--- config.mk ---
export PLATFORM = sky130hd
export DESIGN_NAME = lin_timeout_output_compare
export DESIGN_NICKNAME = d
export VERILOG_FILES = /design/src/hdl/lin_to_pkg.sv /design/src/hdl/lin_timeout_output_compare.sv
export SDC_FILE = /design/constraint.sdc
export NUM_CORES = 1
export LEC_CHECK = 0
export BUFFER_PORTS_ARGS = -buffer_cell sky130_fd_sc_hd__buf_2
export CORE_AREA = 10 10 119 121
export DETAILED_ROUTE_END_ITERATION = 10
export DIE_AREA = 0 0 129 131
export HOLD_SLACK_MARGIN = 0.02
export PLACE_DENSITY = 0.7
export SLEW_MARGIN = 20
export SYNTH_ARGS = -nofsm -noshare
export SYNTH_HDL_FRONTEND = slang
export SYNTH_SLANG_ARGS = --single-unit
--- constraint.sdc ---
create_clock -name clock -period 2.95 [get_ports clock]
set_input_delay 0.1475 -clock clock [delete_from_list [all_inputs] [get_ports clock]]
set_output_delay 0.1475 -clock clock [all_outputs]
set_load 0.03 [all_outputs]
--- src/hdl/lin_to_pkg.sv ---
// Purpose: shared constants for the timeout / output-compare block
// Assumes: AXI4-Lite register access, 32-bit data, byte addresses
// Notes:   offsets below are word aligned
package lin_to_pkg;
  // ==========================================================
  // register offsets
  localparam logic [7:0] TCSR_OFF   = 8'h00;
  localparam logic [7:0] OCR_OFF    = 8'h04;
  localparam logic [7:0] ESR_OFF    = 8'h08;
  localparam logic [7:0] IMASK_OFF  = 8'h0C;
  localparam logic [7:0] CTRL_OFF   = 8'h10;
  localparam logic [7:0] CNT_OFF    = 8'h14;
  localparam logic [7:0] STATE_OFF  = 8'h18;
  // ==========================================================
  // timeout_control_status_reg fields
  localparam int TCSR_MODE_BIT = 0;
  localparam int TCSR_IOT_BIT  = 1;
  localparam int TCSR_CNT_EN   = 2;
  // output_compare_reg fields
  localparam int OC1_LSB = 0;
  localparam int OC2_LSB = 8;
  // lin_error_status_reg / mask fields
  localparam int ESR_OCF_BIT = 0;
  localparam int ESR_FEF_BIT = 1;
  localparam int ESR_TOF_BIT = 2;
  localparam int ESR_W       = 3;
  // control register fields
  localparam int CTRL_EN_BIT  = 0;
  localparam int CTRL_UART_BIT = 1;
  // ==========================================================
  // reset values
  localparam logic [2:0]  TCSR_RST = 3'h0;
  localparam logic [15:0] OCR_RST  = 16'hFFFF;
  localparam logic [1:0]  CTRL_RST = 2'h0;
  // timing
  localparam int BIT_TIME_NS = 40;
  localparam int CLK_NS      = 40;
  localparam int BIT_CYC     = (BIT_TIME_NS + CLK_NS - 1) / CLK_NS;
  // slave frame states
  typedef enum logic [1:0] {
    ST_IDLE,
    ST_HEADER,
    ST_WAIT_RESP
  } slave_state_t;
endpackage

--- src/hdl/lin_timeout_output_compare.sv ---
// Purpose: LIN timeout counter, output compare and slave frame tracker
// Assumes: rx/tx pins asynchronous; header strobes from same-clock logic
// Notes:   reproduces the compare-value corruption and header framing fault
`timescale 1ns/1ns
`default_nettype none

module lin_timeout_output_compare
  import lin_to_pkg::*;
#(
  parameter int ADDR_W = 8
) (
  input  wire logic              clock,
  input  wire logic              rst_n,
  input  wire logic [ADDR_W-1:0] s_axi_awaddr,
  input  wire logic              s_axi_awvalid,
  output logic                   s_axi_awready,
  input  wire logic [31:0]       s_axi_wdata,
  input  wire logic [3:0]        s_axi_wstrb,
  input  wire logic              s_axi_wvalid,
  output logic                   s_axi_wready,
  output logic [1:0]             s_axi_bresp,
  output logic                   s_axi_bvalid,
  input  wire logic              s_axi_bready,
  input  wire logic [ADDR_W-1:0] s_axi_araddr,
  input  wire logic              s_axi_arvalid,
  output logic                   s_axi_arready,
  output logic [31:0]            s_axi_rdata,
  output logic [1:0]             s_axi_rresp,
  output logic                   s_axi_rvalid,
  input  wire logic              s_axi_rready,
  input  wire logic              rx_pin,
  input  wire logic              tx_pin,
  input  wire logic              header_done,
  input  wire logic              response_done,
  output logic                   irq,
  output logic                   slave_idle
);
  import lin_to_pkg::*;

  // narrower buses cannot supply the 8-bit offset that both bus paths decode
  if (ADDR_W < 8) begin : g_addr_w_check
    $error("ADDR_W must be at least 8");
  end

  // ==========================================================
  // registers
  logic [2:0]        tcsr_r;
  logic [15:0]       ocr_r;
  logic [15:0]       ocr_nxt;
  logic [ESR_W-1:0]  esr_r;
  logic [ESR_W-1:0]  esr_nxt;
  logic [ESR_W-1:0]  imask_r;
  logic [1:0]        ctrl_r;
  logic [7:0]        cnt_r;
  slave_state_t      state_r;
  slave_state_t      state_nxt;
  logic              lin_started_r;

  // ==========================================================
  // pin synchronisers and activity detect
  // reset to the idle high level so release makes no false edge
  logic [1:0] rx_sync_r;
  logic [1:0] tx_sync_r;
  logic       rx_prev_r;
  logic       tx_prev_r;
  always_ff @(posedge clock) begin
    if (!rst_n) begin
      rx_sync_r <= 2'h3;
      tx_sync_r <= 2'h3;
      rx_prev_r <= 1'b1;
      tx_prev_r <= 1'b1;
    end else begin
      rx_sync_r <= {rx_sync_r[0], rx_pin};
      tx_sync_r <= {tx_sync_r[0], tx_pin};
      rx_prev_r <= rx_sync_r[1];
      tx_prev_r <= tx_sync_r[1];
    end
  end
  wire pin_activity = (rx_sync_r[1] ^ rx_prev_r) | (tx_sync_r[1] ^ tx_prev_r);

  wire mode_oc    = tcsr_r[TCSR_MODE_BIT];
  wire iot_en     = tcsr_r[TCSR_IOT_BIT];
  wire cnt_en     = tcsr_r[TCSR_CNT_EN];
  wire enabled    = ctrl_r[CTRL_EN_BIT];
  wire uart_mode  = ctrl_r[CTRL_UART_BIT];
  wire lin_active = enabled & ~uart_mode;

  // ==========================================================
  // offset decode, shared by both bus paths
  // count and state are read-only: a write there answers SLVERR
  function automatic logic reg_mapped(input logic [7:0] off, input logic for_write);
    logic hit;
    hit = 1'b0;
    case (off)
      TCSR_OFF, OCR_OFF, ESR_OFF, IMASK_OFF, CTRL_OFF: begin
        hit = 1'b1;
      end
      CNT_OFF, STATE_OFF: begin
        hit = ~for_write;
      end
      default: begin
        hit = 1'b0;
      end
    endcase
    return hit;
  endfunction

  // ==========================================================
  // AXI4-Lite write path: address and data taken in either order
  logic              aw_held_r;
  logic              w_held_r;
  logic [ADDR_W-1:0] awaddr_r;
  logic [31:0]       wdata_r;
  logic [3:0]        wstrb_r;
  // the pending response blocks both channels: one write in flight at most
  assign s_axi_awready = ~aw_held_r & ~s_axi_bvalid;
  assign s_axi_wready  = ~w_held_r & ~s_axi_bvalid;
  wire aw_hs    = s_axi_awvalid & s_axi_awready;
  wire w_hs     = s_axi_wvalid & s_axi_wready;
  wire aw_have  = aw_held_r | aw_hs;
  wire w_have   = w_held_r | w_hs;
  wire wr_go    = aw_have & w_have;
  wire [ADDR_W-1:0] wa = aw_hs ? s_axi_awaddr : awaddr_r;
  wire [31:0]       wd = w_hs ? s_axi_wdata : wdata_r;
  wire [3:0]        ws = w_hs ? s_axi_wstrb : wstrb_r;
  wire [7:0]        wa_off = wa[7:0];
  wire wr_tcsr  = wr_go & (wa_off == TCSR_OFF);
  wire wr_ocr   = wr_go & (wa_off == OCR_OFF);
  wire wr_esr   = wr_go & (wa_off == ESR_OFF);
  wire wr_imask = wr_go & (wa_off == IMASK_OFF);
  wire wr_ctrl  = wr_go & (wa_off == CTRL_OFF);
  wire wr_hit   = reg_mapped(wa_off, 1'b1);

  always_ff @(posedge clock) begin
    if (!rst_n) begin
      aw_held_r    <= 1'b0;
      w_held_r     <= 1'b0;
      awaddr_r     <= '0;
      wdata_r      <= 32'h0;
      wstrb_r      <= 4'h0;
      s_axi_bvalid <= 1'b0;
      s_axi_bresp  <= 2'h0;
    end else begin
      if (aw_hs && !wr_go) begin
        aw_held_r <= 1'b1;
        awaddr_r  <= s_axi_awaddr;
      end
      if (w_hs && !wr_go) begin
        w_held_r <= 1'b1;
        wdata_r  <= s_axi_wdata;
        wstrb_r  <= s_axi_wstrb;
      end
      if (wr_go) begin
        aw_held_r    <= 1'b0;
        w_held_r     <= 1'b0;
        s_axi_bvalid <= 1'b1;
        s_axi_bresp  <= wr_hit ? 2'h0 : 2'h2;
      end else if (s_axi_bready) begin
        s_axi_bvalid <= 1'b0;
      end
    end
  end

  // ==========================================================
  // counter and compare
  wire [7:0] oc1_val = ocr_r[OC1_LSB +: 8];
  wire [7:0] oc2_val = ocr_r[OC2_LSB +: 8];
  wire oc_match  = cnt_en & enabled & (cnt_r == oc1_val);
  // stale second compare value trips timeout once LIN traffic starts
  // limitation: not gated by the count enable, so a frozen equal count keeps setting it
  wire to_match  = lin_active & ~mode_oc & lin_started_r & (cnt_r == oc2_val);
  wire hdr_new   = header_done & lin_active;
  // framing fault when a header lands while a response is due
  wire frame_err = hdr_new & (state_r == ST_WAIT_RESP);

  always_ff @(posedge clock) begin
    if (!rst_n) begin
      cnt_r         <= 8'h0;
      lin_started_r <= 1'b0;
    end else begin
      if (oc_match | hdr_new) begin
        cnt_r <= 8'h0;
      end else if (cnt_en & enabled) begin
        cnt_r <= cnt_r + 8'h1;
      end
      if (!lin_active) begin
        lin_started_r <= 1'b0;
      end else if (hdr_new) begin
        lin_started_r <= 1'b1;
      end
    end
  end

  // ==========================================================
  // compare register: software write then the corruption path
  always_comb begin
    ocr_nxt = ocr_r;
    if (wr_ocr) begin
      if (ws[0]) begin
        ocr_nxt[7:0] = wd[7:0];
      end
      if (ws[1]) begin
        ocr_nxt[15:8] = wd[15:8];
      end
    end
    // UART pin activity disturbs second compare value
    // output compare mode shields it
    // applied after the write, so the disturbance wins a same-cycle clash
    if (enabled && uart_mode && !mode_oc && pin_activity) begin
      ocr_nxt[OC2_LSB +: 8] = oc2_val + 8'h1;
    end
  end

  // ==========================================================
  // slave frame tracking
  always_comb begin
    state_nxt = state_r;
    case (state_r)
      ST_IDLE: begin
        if (hdr_new) begin
          state_nxt = ST_WAIT_RESP;
        end
      end
      // never entered: a header arrives as a single strobe
      ST_HEADER: begin
        state_nxt = ST_WAIT_RESP;
      end
      ST_WAIT_RESP: begin
        // faulty slave keeps waiting on the first response
        if (response_done) begin
          state_nxt = ST_IDLE;
        end
      end
      default: begin
        state_nxt = ST_IDLE;
      end
    endcase
    // first compare match (oc_match) with idle-on-timeout aborts the frame
    if (oc_match && iot_en && !mode_oc) begin
      state_nxt = ST_IDLE;
    end
    if (!lin_active) begin
      state_nxt = ST_IDLE;
    end
  end

  // ==========================================================
  // status: set wins over write-one-to-clear
  logic [ESR_W-1:0] esr_set;
  always_comb begin
    esr_set              = '0;
    esr_set[ESR_OCF_BIT] = oc_match;
    esr_set[ESR_FEF_BIT] = frame_err;
    esr_set[ESR_TOF_BIT] = to_match;
  end
  // an event in the clearing cycle survives, so none is lost
  always_comb begin
    esr_nxt = esr_r;
    if (wr_esr && ws[0]) begin
      esr_nxt = esr_r & ~wd[ESR_W-1:0];
    end
    esr_nxt = esr_nxt | esr_set;
  end

  always_ff @(posedge clock) begin
    if (!rst_n) begin
      tcsr_r <= TCSR_RST;
    end else if (wr_tcsr && ws[0]) begin
      tcsr_r <= wd[2:0];
    end
  end

  always_ff @(posedge clock) begin
    if (!rst_n) begin
      imask_r <= '0;
      ctrl_r  <= CTRL_RST;
    end else begin
      if (wr_imask && ws[0]) begin
        imask_r <= wd[ESR_W-1:0];
      end
      if (wr_ctrl && ws[0]) begin
        ctrl_r <= wd[1:0];
      end
    end
  end

  always_ff @(posedge clock) begin
    if (!rst_n) begin
      ocr_r   <= OCR_RST;
      esr_r   <= '0;
      state_r <= ST_IDLE;
    end else begin
      ocr_r   <= ocr_nxt;
      esr_r   <= esr_nxt;
      state_r <= state_nxt;
    end
  end

  assign irq        = |(esr_r & imask_r);
  assign slave_idle = (state_r == ST_IDLE);

  // ==========================================================
  // AXI4-Lite read path
  wire [7:0] ra_off = s_axi_araddr[7:0];
  wire         rd_hit = reg_mapped(ra_off, 1'b0);
  logic [31:0] rd_mux;
  always_comb begin
    case (ra_off)
      TCSR_OFF:  rd_mux = {29'h0, tcsr_r};
      OCR_OFF:   rd_mux = {16'h0, ocr_r};
      ESR_OFF:   rd_mux = {29'h0, esr_r};
      IMASK_OFF: rd_mux = {29'h0, imask_r};
      CTRL_OFF:  rd_mux = {30'h0, ctrl_r};
      CNT_OFF:   rd_mux = {24'h0, cnt_r};
      STATE_OFF: rd_mux = {30'h0, state_r};
      default: begin
        rd_mux = 32'h0;
      end
    endcase
  end
  assign s_axi_arready = ~s_axi_rvalid;
  always_ff @(posedge clock) begin
    if (!rst_n) begin
      s_axi_rvalid <= 1'b0;
      s_axi_rdata  <= 32'h0;
      s_axi_rresp  <= 2'h0;
    end else if (s_axi_arvalid && s_axi_arready) begin
      s_axi_rvalid <= 1'b1;
      s_axi_rdata  <= rd_mux;
      s_axi_rresp  <= rd_hit ? 2'h0 : 2'h2;
    end else if (s_axi_rready) begin
      s_axi_rvalid <= 1'b0;
    end
  end
endmodule

`default_nettype wire

==> run_results.csv, run 1 <==
group,metric,value,unit
clocking,cts-root-buf,"clkbuf_16",
global_routing,grt_max_degree,47,
setup_path,r2r_cells,5,
placed_design,dp.cells,694,
die,die_h,131,um
finish,nets,625,
drt,drc,0,
clocking,cts_max_level,3,
global_routing,grt-ovfl-total,0,
die,core_area,11800,um2
global_routing,track_usage,13.6,%
logic_synthesis,synth_most_common_cell,"dfxtp_1",
finish,diodes,0,
finish,drive_gt1_share,21.8,%
clocking,clk-insertion-delay-late,0.34,ns
finish,fin_util,45.5,%
finish,nFillCells,1137,
logic_synthesis,synth_common_cells,"dfxtp_1 (91), nor2_1 (60), mux2i_1 (51)",
timing,rsz0062_at_grt,"no",
drt,ant_nets,0,
clocking,cts_tree,"yes",
placed_design,portBuffers,69,
placed_design,place_area,5020,um2
timing,relSlewSlack,44.4,%
clocking,ctsHoldBuffers,2,
die,rows,40,
drt,first_iter_violations,274,
timing,clock_skew,0.00658,ns
timing,min_period,2.37,ns
setup_path,cp_max_fo,9,
clocking,cts_buffer_depth,2,
logic_synthesis,ys_warn_count,0,
clocking,cts_buffers,9,
placed_design,hpwlAfterDp,8510,um
die,io_pins,106,
placed_design,gp_congestion,0.890,
drt,finalWirelength,11400,um
clocking,cts_sinks,91,
drt,routedWlPerCell,16.0,um
power,p_per_area,551,nW/um2
global_routing,antenna_found_initial,0,
logic_synthesis,synth_seq_area_share,39.4,%
die,start_util,39.2,%
timing,fmax,0.422,GHz
power,max-vdd-ir-drop,0.410,mV
timing,finalSetupViolCount,0,
logic_synthesis,synth_cell_types,62,
finish,seq_area,1820,um2
logic_synthesis,ys_ff_latch,91,
run,maxCapViolations,0,
drt,first_pass_iters,5,
logic_synthesis,synth_top_area_share,39.4,%
logic_synthesis,synth_area_leaders,"dfxtp_1 (39%), mux2i_1 (11%), nor2_1 (4.9%)",
hold_path,hold_depth,3,
timing,slew_viol_final,0,
setup_path,crit_type,"reg -> reg",
setup_path,end_kind,"register",
setup_path,cp.arrival,2.58,ns
logic_synthesis,syn_avg_cell_area,9.22,um2
hold_path,hp-class,"in -> reg",
drt,viasPerCell,5.23,
setup_path,required,3.16,ns
logic_synthesis,synth_edf_count,0,
clocking,post-cts-setup-buffer-count,0,
power,total_leakage_power,2.23,nW
die,die-area,16900,um2
timing,hold_viol_final,0,
die,die_w,129,um
clocking,cts.clk_slew.worst_paths,0.06,ns
clocking,ctsResizeCount,0,
timing,period_share,80.4,%
logic_synthesis,synthFlopType,"dfxtp_1",
status,status,"finished clean",
global_routing,grt_pass1_vias,3739,
global_routing,grt_pass1_wl,18700,um
finish,multi_input_area,2550,um2
timing,worst_pin_slew,0.829,ns
logic_synthesis,synth.cell_area,4630,um2
logic_synthesis,yosys.area.top_type,"dfxtp_1",
finish,area_growth,16.0,%
setup_path,cp-start-kind,"register",
logic_synthesis,postSynthCellCount,502,
finish,final_cells,711,
drt,num_vias,3719,
finish,final_cell_area,5370,um2
logic_synthesis,ys_async_sr_fraction,0,%
timing,fin_setup_tns,0,ns
## per-stage QoR
step | setup slack, ns | total power [mW] | hold WS [ns]
after floorplan | 0.725 | 1.62 | 0.249
after global placement | 0.663 | 1.69 | 0.330
after detailed placement | 0.597 | 1.70 | 0.335
after CTS | 0.577 | 2.98 | 0.0534
after global routing | 0.424 | 3.07 | 0.0534
final | 0.578 | 2.96 | 0.0577
## state kept, by name, indices dropped and copies added (netlist names), 2 cells and up
name / count
awaddr_r: 8
cnt_r: 8
ctrl_r: 2
esr_r: 3
imask_r: 3
ocr_r: 16
rx_sync_r: 2
s_axi_rdata: 16
tcsr_r: 3
tx_sync_r: 2
wdata_r: 16
wstrb_r: 2
## metal layers
metal / up-vias / wire length (um) / global-route usage (%)
met5: - / 0 / 0
li1: 1861 / - / -
met3: 7 / 854 / 4.59
met2: 119 / 5290 / 21.8
met4: 0 / 85 / 3.55
met1: 1732 / 5170 / 17.2
## cells by family after synthesis
logic type	synth area share, %
flops	39.4
compound gates	13.0
fa+ha+maj	0.541
simple gates	18.6
mux	15.7
other cells	0.0810
buf+inv	7.06
xor+xnor	5.68
## power by group
part | internal (mW) | leakage [nW] | switching [mW] | total (mW)
Clock | 0.822 | 0.159 | 0.457 | 1.28
Combinational | 0.149 | 1.34 | 0.236 | 0.385
Sequential | 1.26 | 0.739 | 0.0279 | 1.29
## final cells by class
class                      count  area share, %
clock buffer                  10           4.26
tap                          147           3.43
timing repair buffer          80           8.06
sequential                    91           33.9
inverter                      12          0.839
multi-input combinational    366           47.6
clock inverter                 5           1.91
## worst max-delay path: stages, from the launching register on
cell and delay, ns:
dfxtp_1 0.39, or3b_1 0.58, nor4_4 0.57, o2111ai_1 0.39
mux2i_1 0.26, nor2_1 0.05
## path summary, 6_finish.rpt
| path | startpoint | endpoint | slack (ns) |
|---|---|---|---|
| worst max-delay path | s_axi_bvalid$_SDFFE_PN0P_ | tcsr_r[0]$_SDFFE_PN0P_ | 0.58 |
| worst max register to register | s_axi_bvalid$_SDFFE_PN0P_ | tcsr_r[0]$_SDFFE_PN0P_ | 0.58 |
| worst min register to register | rx_sync_r[0]$_SDFF_PN1_ | rx_sync_r[1]$_SDFF_PN1_ | 0.41 |
| worst min-delay path | s_axi_wdata[8] | wdata_r[8]$_SDFFE_PN0P_ | 0.06 |
## placed cells by master (no fill, tap or decap), drive strengths merged, types with 6 or more instances in the layout
cell type,Yosys,final
nand2,28,28
o21ai,13,13
xnor2,13,13
nand2b,10,10
nand4,6,6
nor3b,11,11
nor2,60,60
dfxtp,91,91
buf,26,78
o2111ai,6,6
clkbuf,24,10
nor3,13,13
a31oi,6,6
conb,1,18
a22oi,10,10
inv,11,11
mux2,16,16
nand3,12,12
mux2i,52,52
xor2,17,17
a21oi,18,18
No activity file was read; power rests on OpenSTA's default activity.
==> run 2: changes to the inputs <==
Settings changed: PLACE_DENSITY 0.7 to 0.73.
Clock period 2.95 ns to 2 ns, I/O delays scaled along.
==> run 2 against run 1 <==
  * Critical path type unchanged
  * Non-clock buffer count increased by 34
  * Largest cell class unchanged
  * The run now ends with setup timing left
  * Critical path depth up 2
  * Clock skew down 0.00056 ns
==> run_results.csv, run 2 (synthesis gave the netlist of run 1 again) <==
group,metric,value,unit
status,status,"finished, violations left",
status,violations,"setup timing",
finish,area_growth,23.1,%
power,power_frac_seq,45.5,%
clocking,cts_tree,"yes",
clocking,cts_max_level,3,
drt,viasPerCell,5.20,
timing,fin_hold_ws,0.0272,ns
finish,final_cells,746,
drt,first_pass_iters,5,
timing,fin_setup_tns,-0.00386,ns
die,start_util,39.2,%
timing,finalSetupViolCount,2,
finish,mostFrequentLayoutCell,"dfxtp_1",
finish,nets,659,
setup_path,slowest_stage,"or4_4",
die,io_pins,106,
placed_design,hpwlAfterDp,8840,um
die,core_area,11800,um2
timing,worst_pin_slew,0.498,ns
run,maxCapViolations,0,
power,power_frac_clock,37.7,%
setup_path,reg2reg_slack,-0.003,ns
clocking,clk-insertion-delay-late,0.34,ns
drt,num_vias,3876,
finish,diodes,0,
timing,setup_ws,-0.00289,ns
global_routing,track_usage,14.4,%
finish,nFillCells,1102,
global_routing,antenna_found_initial,0,
timing,slew_viol_final,0,
placed_design,dp.cells,713,
setup_path,path_cells,"or4_4, nor4_4, buf_4, o2111a_2, buf_6, o221a_1, o21ai_2",
global_routing,grt_pass1_wl,19700,um
timing,hold_viol_final,0,
timing,relSlewSlack,66.7,%
power,switching_power,1.13,mW
placed_design,portBuffers,69,
placed_design,gp_congestion,0.882,
drt,routedWlPerCell,16.0,um
hold_path,hp-class,"in -> reg",
power,max-vdd-ir-drop,0.508,mV
global_routing,grt_max_degree,61,
drt,drc,0,
setup_path,required,2.22,ns
clocking,cts.clk_slew.worst_paths,0.06,ns
finish,reg_top3,"ocr_r (16), s_axi_rdata (16), wdata_r (16)",
timing,clock_skew,0.00602,ns
clocking,cts_sinks,91,
finish,final_cell_area,5700,um2
setup_path,end_kind,"register",
finish,drive_gt1_share,25.7,%
die,rows,40,
die,die-area,16900,um2
drt,finalWirelength,12000,um
clocking,cts_buffers,9,
finish,layout_common_cells,"dfxtp_1 (89), buf_2 (69), nor2_1 (60), mux2i_1 (51), nand2_1 (28)",
power,p_int,3.05,mW
timing,fmax,0.499,GHz
timing,rsz0062_at_grt,"yes",
finish,multi_input_area,2610,um2
setup_path,crit_type,"reg -> reg",
setup_path,max_stage_delay,0.55,ns
timing,period_share,100,%
power,switching_share,27.0,%
drt,ant_nets,0,
placed_design,place_area,5190,um2
drt,first_iter_violations,350,
clocking,cts-root-buf,"clkbuf_16",
timing,min_period,2.00,ns
power,total_leakage_power,2.39,nW
die,die_h,131,um
power,combinationalPowerShare,16.8,%
clocking,cts_buffer_depth,2,
global_routing,grt_pass1_vias,3842,
die,die_w,129,um
setup_path,cp-start-kind,"register",
global_routing,grt-ovfl-total,0,
setup_path,cp_max_fo,4,
power,p_per_area,734,nW/um2
setup_path,cp.arrival,2.23,ns
finish,seq_area,1830,um2
run 2: layout make-up:
class	count	share of cell area [%]
clock buffers	12	4.33
clock inverters	4	0.461
inverters	12	0.791
multi-input cells	366	45.9
flip-flops and latches	91	32.1
well taps	147	3.23
repair buffers	114	13.2
run 2: repair_timing:
item | in CTS | in global routing
resized for setup | 8 | 6
endpoints found under the setup margin | 19 | 25
pin swaps | 7 | 10
hold endpoints to repair | 12 | 0
setup buffers | 3 | 2
gates cloned | 0 | 0
hold buffers | 12 | 0
run 2: final timing paths:
path,start,to,cells past startpoint
worst max-delay path,awaddr_r[0]$_SDFFE_PN0P_,ocr_r[10]$_SDFFE_PN1P_,7
worst min register to register,tx_sync_r[0]$_SDFF_PN1_,tx_sync_r[1]$_SDFF_PN1_,1
worst max register to register,awaddr_r[0]$_SDFFE_PN0P_,ocr_r[10]$_SDFFE_PN1P_,7
worst min-delay path,s_axi_wdata[0],wdata_r[0]$_SDFFE_PN0P_,3
run 2: per-layer routing:
metal	global-route usage, %	vias to the layer above	share of wire (%)
met3	3.67	14	6.1
met5	0	-	0
met4	3.88	0	1.1
met2	24.4	108	48
li1	-	1931	-
met1	17.7	1823	44
run 2: power by group through the flow:
stage | Combinational (mW) | Sequential [mW] | Clock, mW
2_1_floorplan | 0.436 | 1.95 | 0
3_3_place_gp | 0.605 | 1.94 | 0
3_5_place_dp | 0.622 | 1.94 | 0
4_1_cts | 0.679 | 1.90 | 1.62
5_1_grt | 0.764 | 1.91 | 1.67
6_report | 0.701 | 1.90 | 1.58
run 2: worst max-delay path, delay by kind of cell (launching register included):
| kind | cells | cell delay (ns) |
|---|---|---|
| AO/OA/AOI/OAI | 3 | 0.46 |
| buffers and inverters | 2 | 0.29 |
| flip-flops | 1 | 0.32 |
| AND/OR/NAND/NOR | 2 | 0.81 |
run 2: per-stage QoR:
stage	power [mW]	utilization [%]	worst slack [ns]
final	4.18	48.2	-0.00289
after floorplan	2.38	-	-0.209
after detailed placement	2.56	43.9	-0.100
after global routing	4.34	48.2	-0.124
after global placement	2.54	43.9	-0.0338
after CTS	4.19	47.8	-0.0711
==> run 3: changes to the inputs <==
Settings changed: SETUP_SLACK_MARGIN set to 0.5.
==> run 3 against run 2 <==
  * The run still ends with setup timing left
  * Combinational power increased by 13%
  * Via count increased by 2.3%
  * Maximum frequency about the same
  * Critical path depth decreased by 1
  * Final area increased by 8.3%
  * Flip-flop and latch count unchanged
  * Setup slack got worse by 0.0015 ns
  * Global-route usage increased by 0.34 points
  * Sequential share of layout area decreased by 2.2 points
  * Utilization increased by 4.0 points
  * Non-clock buffer count increased by 7
  * Hold slack got worse by 0.0071 ns
  * Critical path type unchanged
==> run_results.csv, run 3 (synthesis gave the netlist of run 1 again) <==
group,metric,value,unit
run,maxCapViolations,0,
timing,hold_viol_final,0,
placed_design,gp_congestion,0.913,
timing,period_share,100,%
drt,ant_nets,0,
power,power,4.63,mW
clocking,cts_sinks,91,
finish,reg_top3,"ocr_r (16), s_axi_rdata (16), wdata_r (16)",
clocking,cts_tree,"yes",
timing,clock_skew,0.00479,ns
placed_design,place_ws,-0.0487,ns
global_routing,grt_pass1_wl,20200,um
timing,fmax,0.499,GHz
placed_design,portBuffers,69,
setup_path,end_kind,"register",
global_routing,grt_pass1_vias,4019,
drt,first_pass_iters,4,
die,core_area,11800,um2
die,io_pins,106,
finish,drive_gt1_share,35.5,%
clocking,cts_buffer_depth,2,
finish,layout_common_cells,"dfxtp_1 (81), buf_2 (68), nor2_1 (60), mux2i_1 (48)",
finish,nets,666,
drt,routedWlPerCell,17.1,um
setup_path,cp-start-kind,"register",
power,max-vdd-ir-drop,0.553,mV
timing,rsz0062_at_grt,"yes",
timing,finalSetupViolCount,1,
setup_path,cp_max_fo,5,
drt,first_iter_violations,312,
drt,num_vias,3967,
power,p_per_area,750,nW/um2
die,die-area,16900,um2
status,status,"finished, violations left",
die,rows,40,
finish,diodes,0,
finish,area_growth,33.3,%
clocking,cts_buffers,9,
drt,drc,0,
setup_path,crit_type,"reg -> reg",
die,start_util,39.2,%
power,total_leakage_power,2.51,nW
drt,finalWirelength,12900,um
setup_path,required,2.21,ns
global_routing,track_usage,14.7,%
timing,slew_viol_final,0,
timing,setup_ws,-0.00435,ns
hold_path,hp-class,"in -> reg",
setup_path,cp.arrival,2.21,ns
drt,viasPerCell,5.27,
clocking,clk-insertion-delay-late,0.33,ns
timing,min_period,2.00,ns
clocking,cts-root-buf,"clkbuf_16",
finish,mostFrequentLayoutCell,"dfxtp_1",
clocking,cts_max_level,3,
die,die_w,129,um
global_routing,antenna_found_initial,0,
status,violations,"setup timing",
global_routing,grt_max_degree,61,
placed_design,hpwlAfterDp,8880,um
global_routing,grt-ovfl-total,0,
die,die_h,131,um
clocking,cts.clk_slew.worst_paths,0.06,ns
## run 3: metal layers
layer | up-vias | track usage [%] | wire [um] | part of all wire (%)
met2 | 113 | 26.1 | 6480 | 50
met3 | 14 | 4.03 | 703 | 5.4
met4 | 0 | 4.08 | 168 | 1.3
met5 | - | 0 | 0 | 0
li1 | 1942 | - | - | -
met1 | 1898 | 17.1 | 5560 | 43
## run 3: final timing paths
path | from | to | slack, ns | depth (start not counted)
max | s_axi_bvalid$_SDFFE_PN0P_ | esr_r[1]$_SDFF_PN0_ | -0.004 | 6
min | s_axi_rready | s_axi_rvalid$_SDFFE_PN0P_ | 0.02 | 3
max reg2reg | s_axi_bvalid$_SDFFE_PN0P_ | esr_r[1]$_SDFF_PN0_ | -0.004 | 6
min reg2reg | tx_sync_r[0]$_SDFF_PN1_ | tx_sync_r[1]$_SDFF_PN1_ | 0.41 | 1
## run 3: where the power goes
part / switching, mW / internal (mW)
clock network: 0.685 / 1.26
logic: 0.437 / 0.353
registers: 0.0359 / 1.86
total: 1.16 / 3.47
## run 3: final cells by class
class	count	area, um2
Clock buffer	12	246
Clock inverter	4	97.6
Sequential cell	91	1840
Timing Repair Buffer	121	857
Inverter	12	45.0
Tap cell	147	184
Fill cell	1068	5640
Multi-Input combinational cell	366	2890
## run 3: through the flow
stage | area [um2] | hold WS (ns) | cells | utilization (%) | setup TNS (ns)
after floorplan | 4740 | 0.201 | 519 | - | -3.11
after global placement | 5200 | 0.284 | 711 | 44.1 | -0.201
after detailed placement | 5200 | 0.288 | 711 | 44.1 | -0.339
after CTS | 5890 | 0.0214 | 745 | 49.9 | 0
after global routing | 6170 | 0.0297 | 753 | 52.2 | -0.678
final | 6170 | 0.0201 | 753 | 52.2 | -0.00435
## run 3: worst max-delay path, cell delays in order (launching register included)
cell,delay [ns]
dfxtp_4,0.34
or3b_4,0.44
nor4_4,0.31
buf_6,0.18
o211ai_1,0.18
o31ai_1,0.31
a21oi_1,0.12
## run 3: what timing repair did
item	CTS	global route
gates cloned	1	0
pin swaps	24	35
endpoints found under the setup margin	80	80
hold buffers	7	0
setup buffers	10	8
gates resized for setup	42	49
hold endpoints to repair	7	0
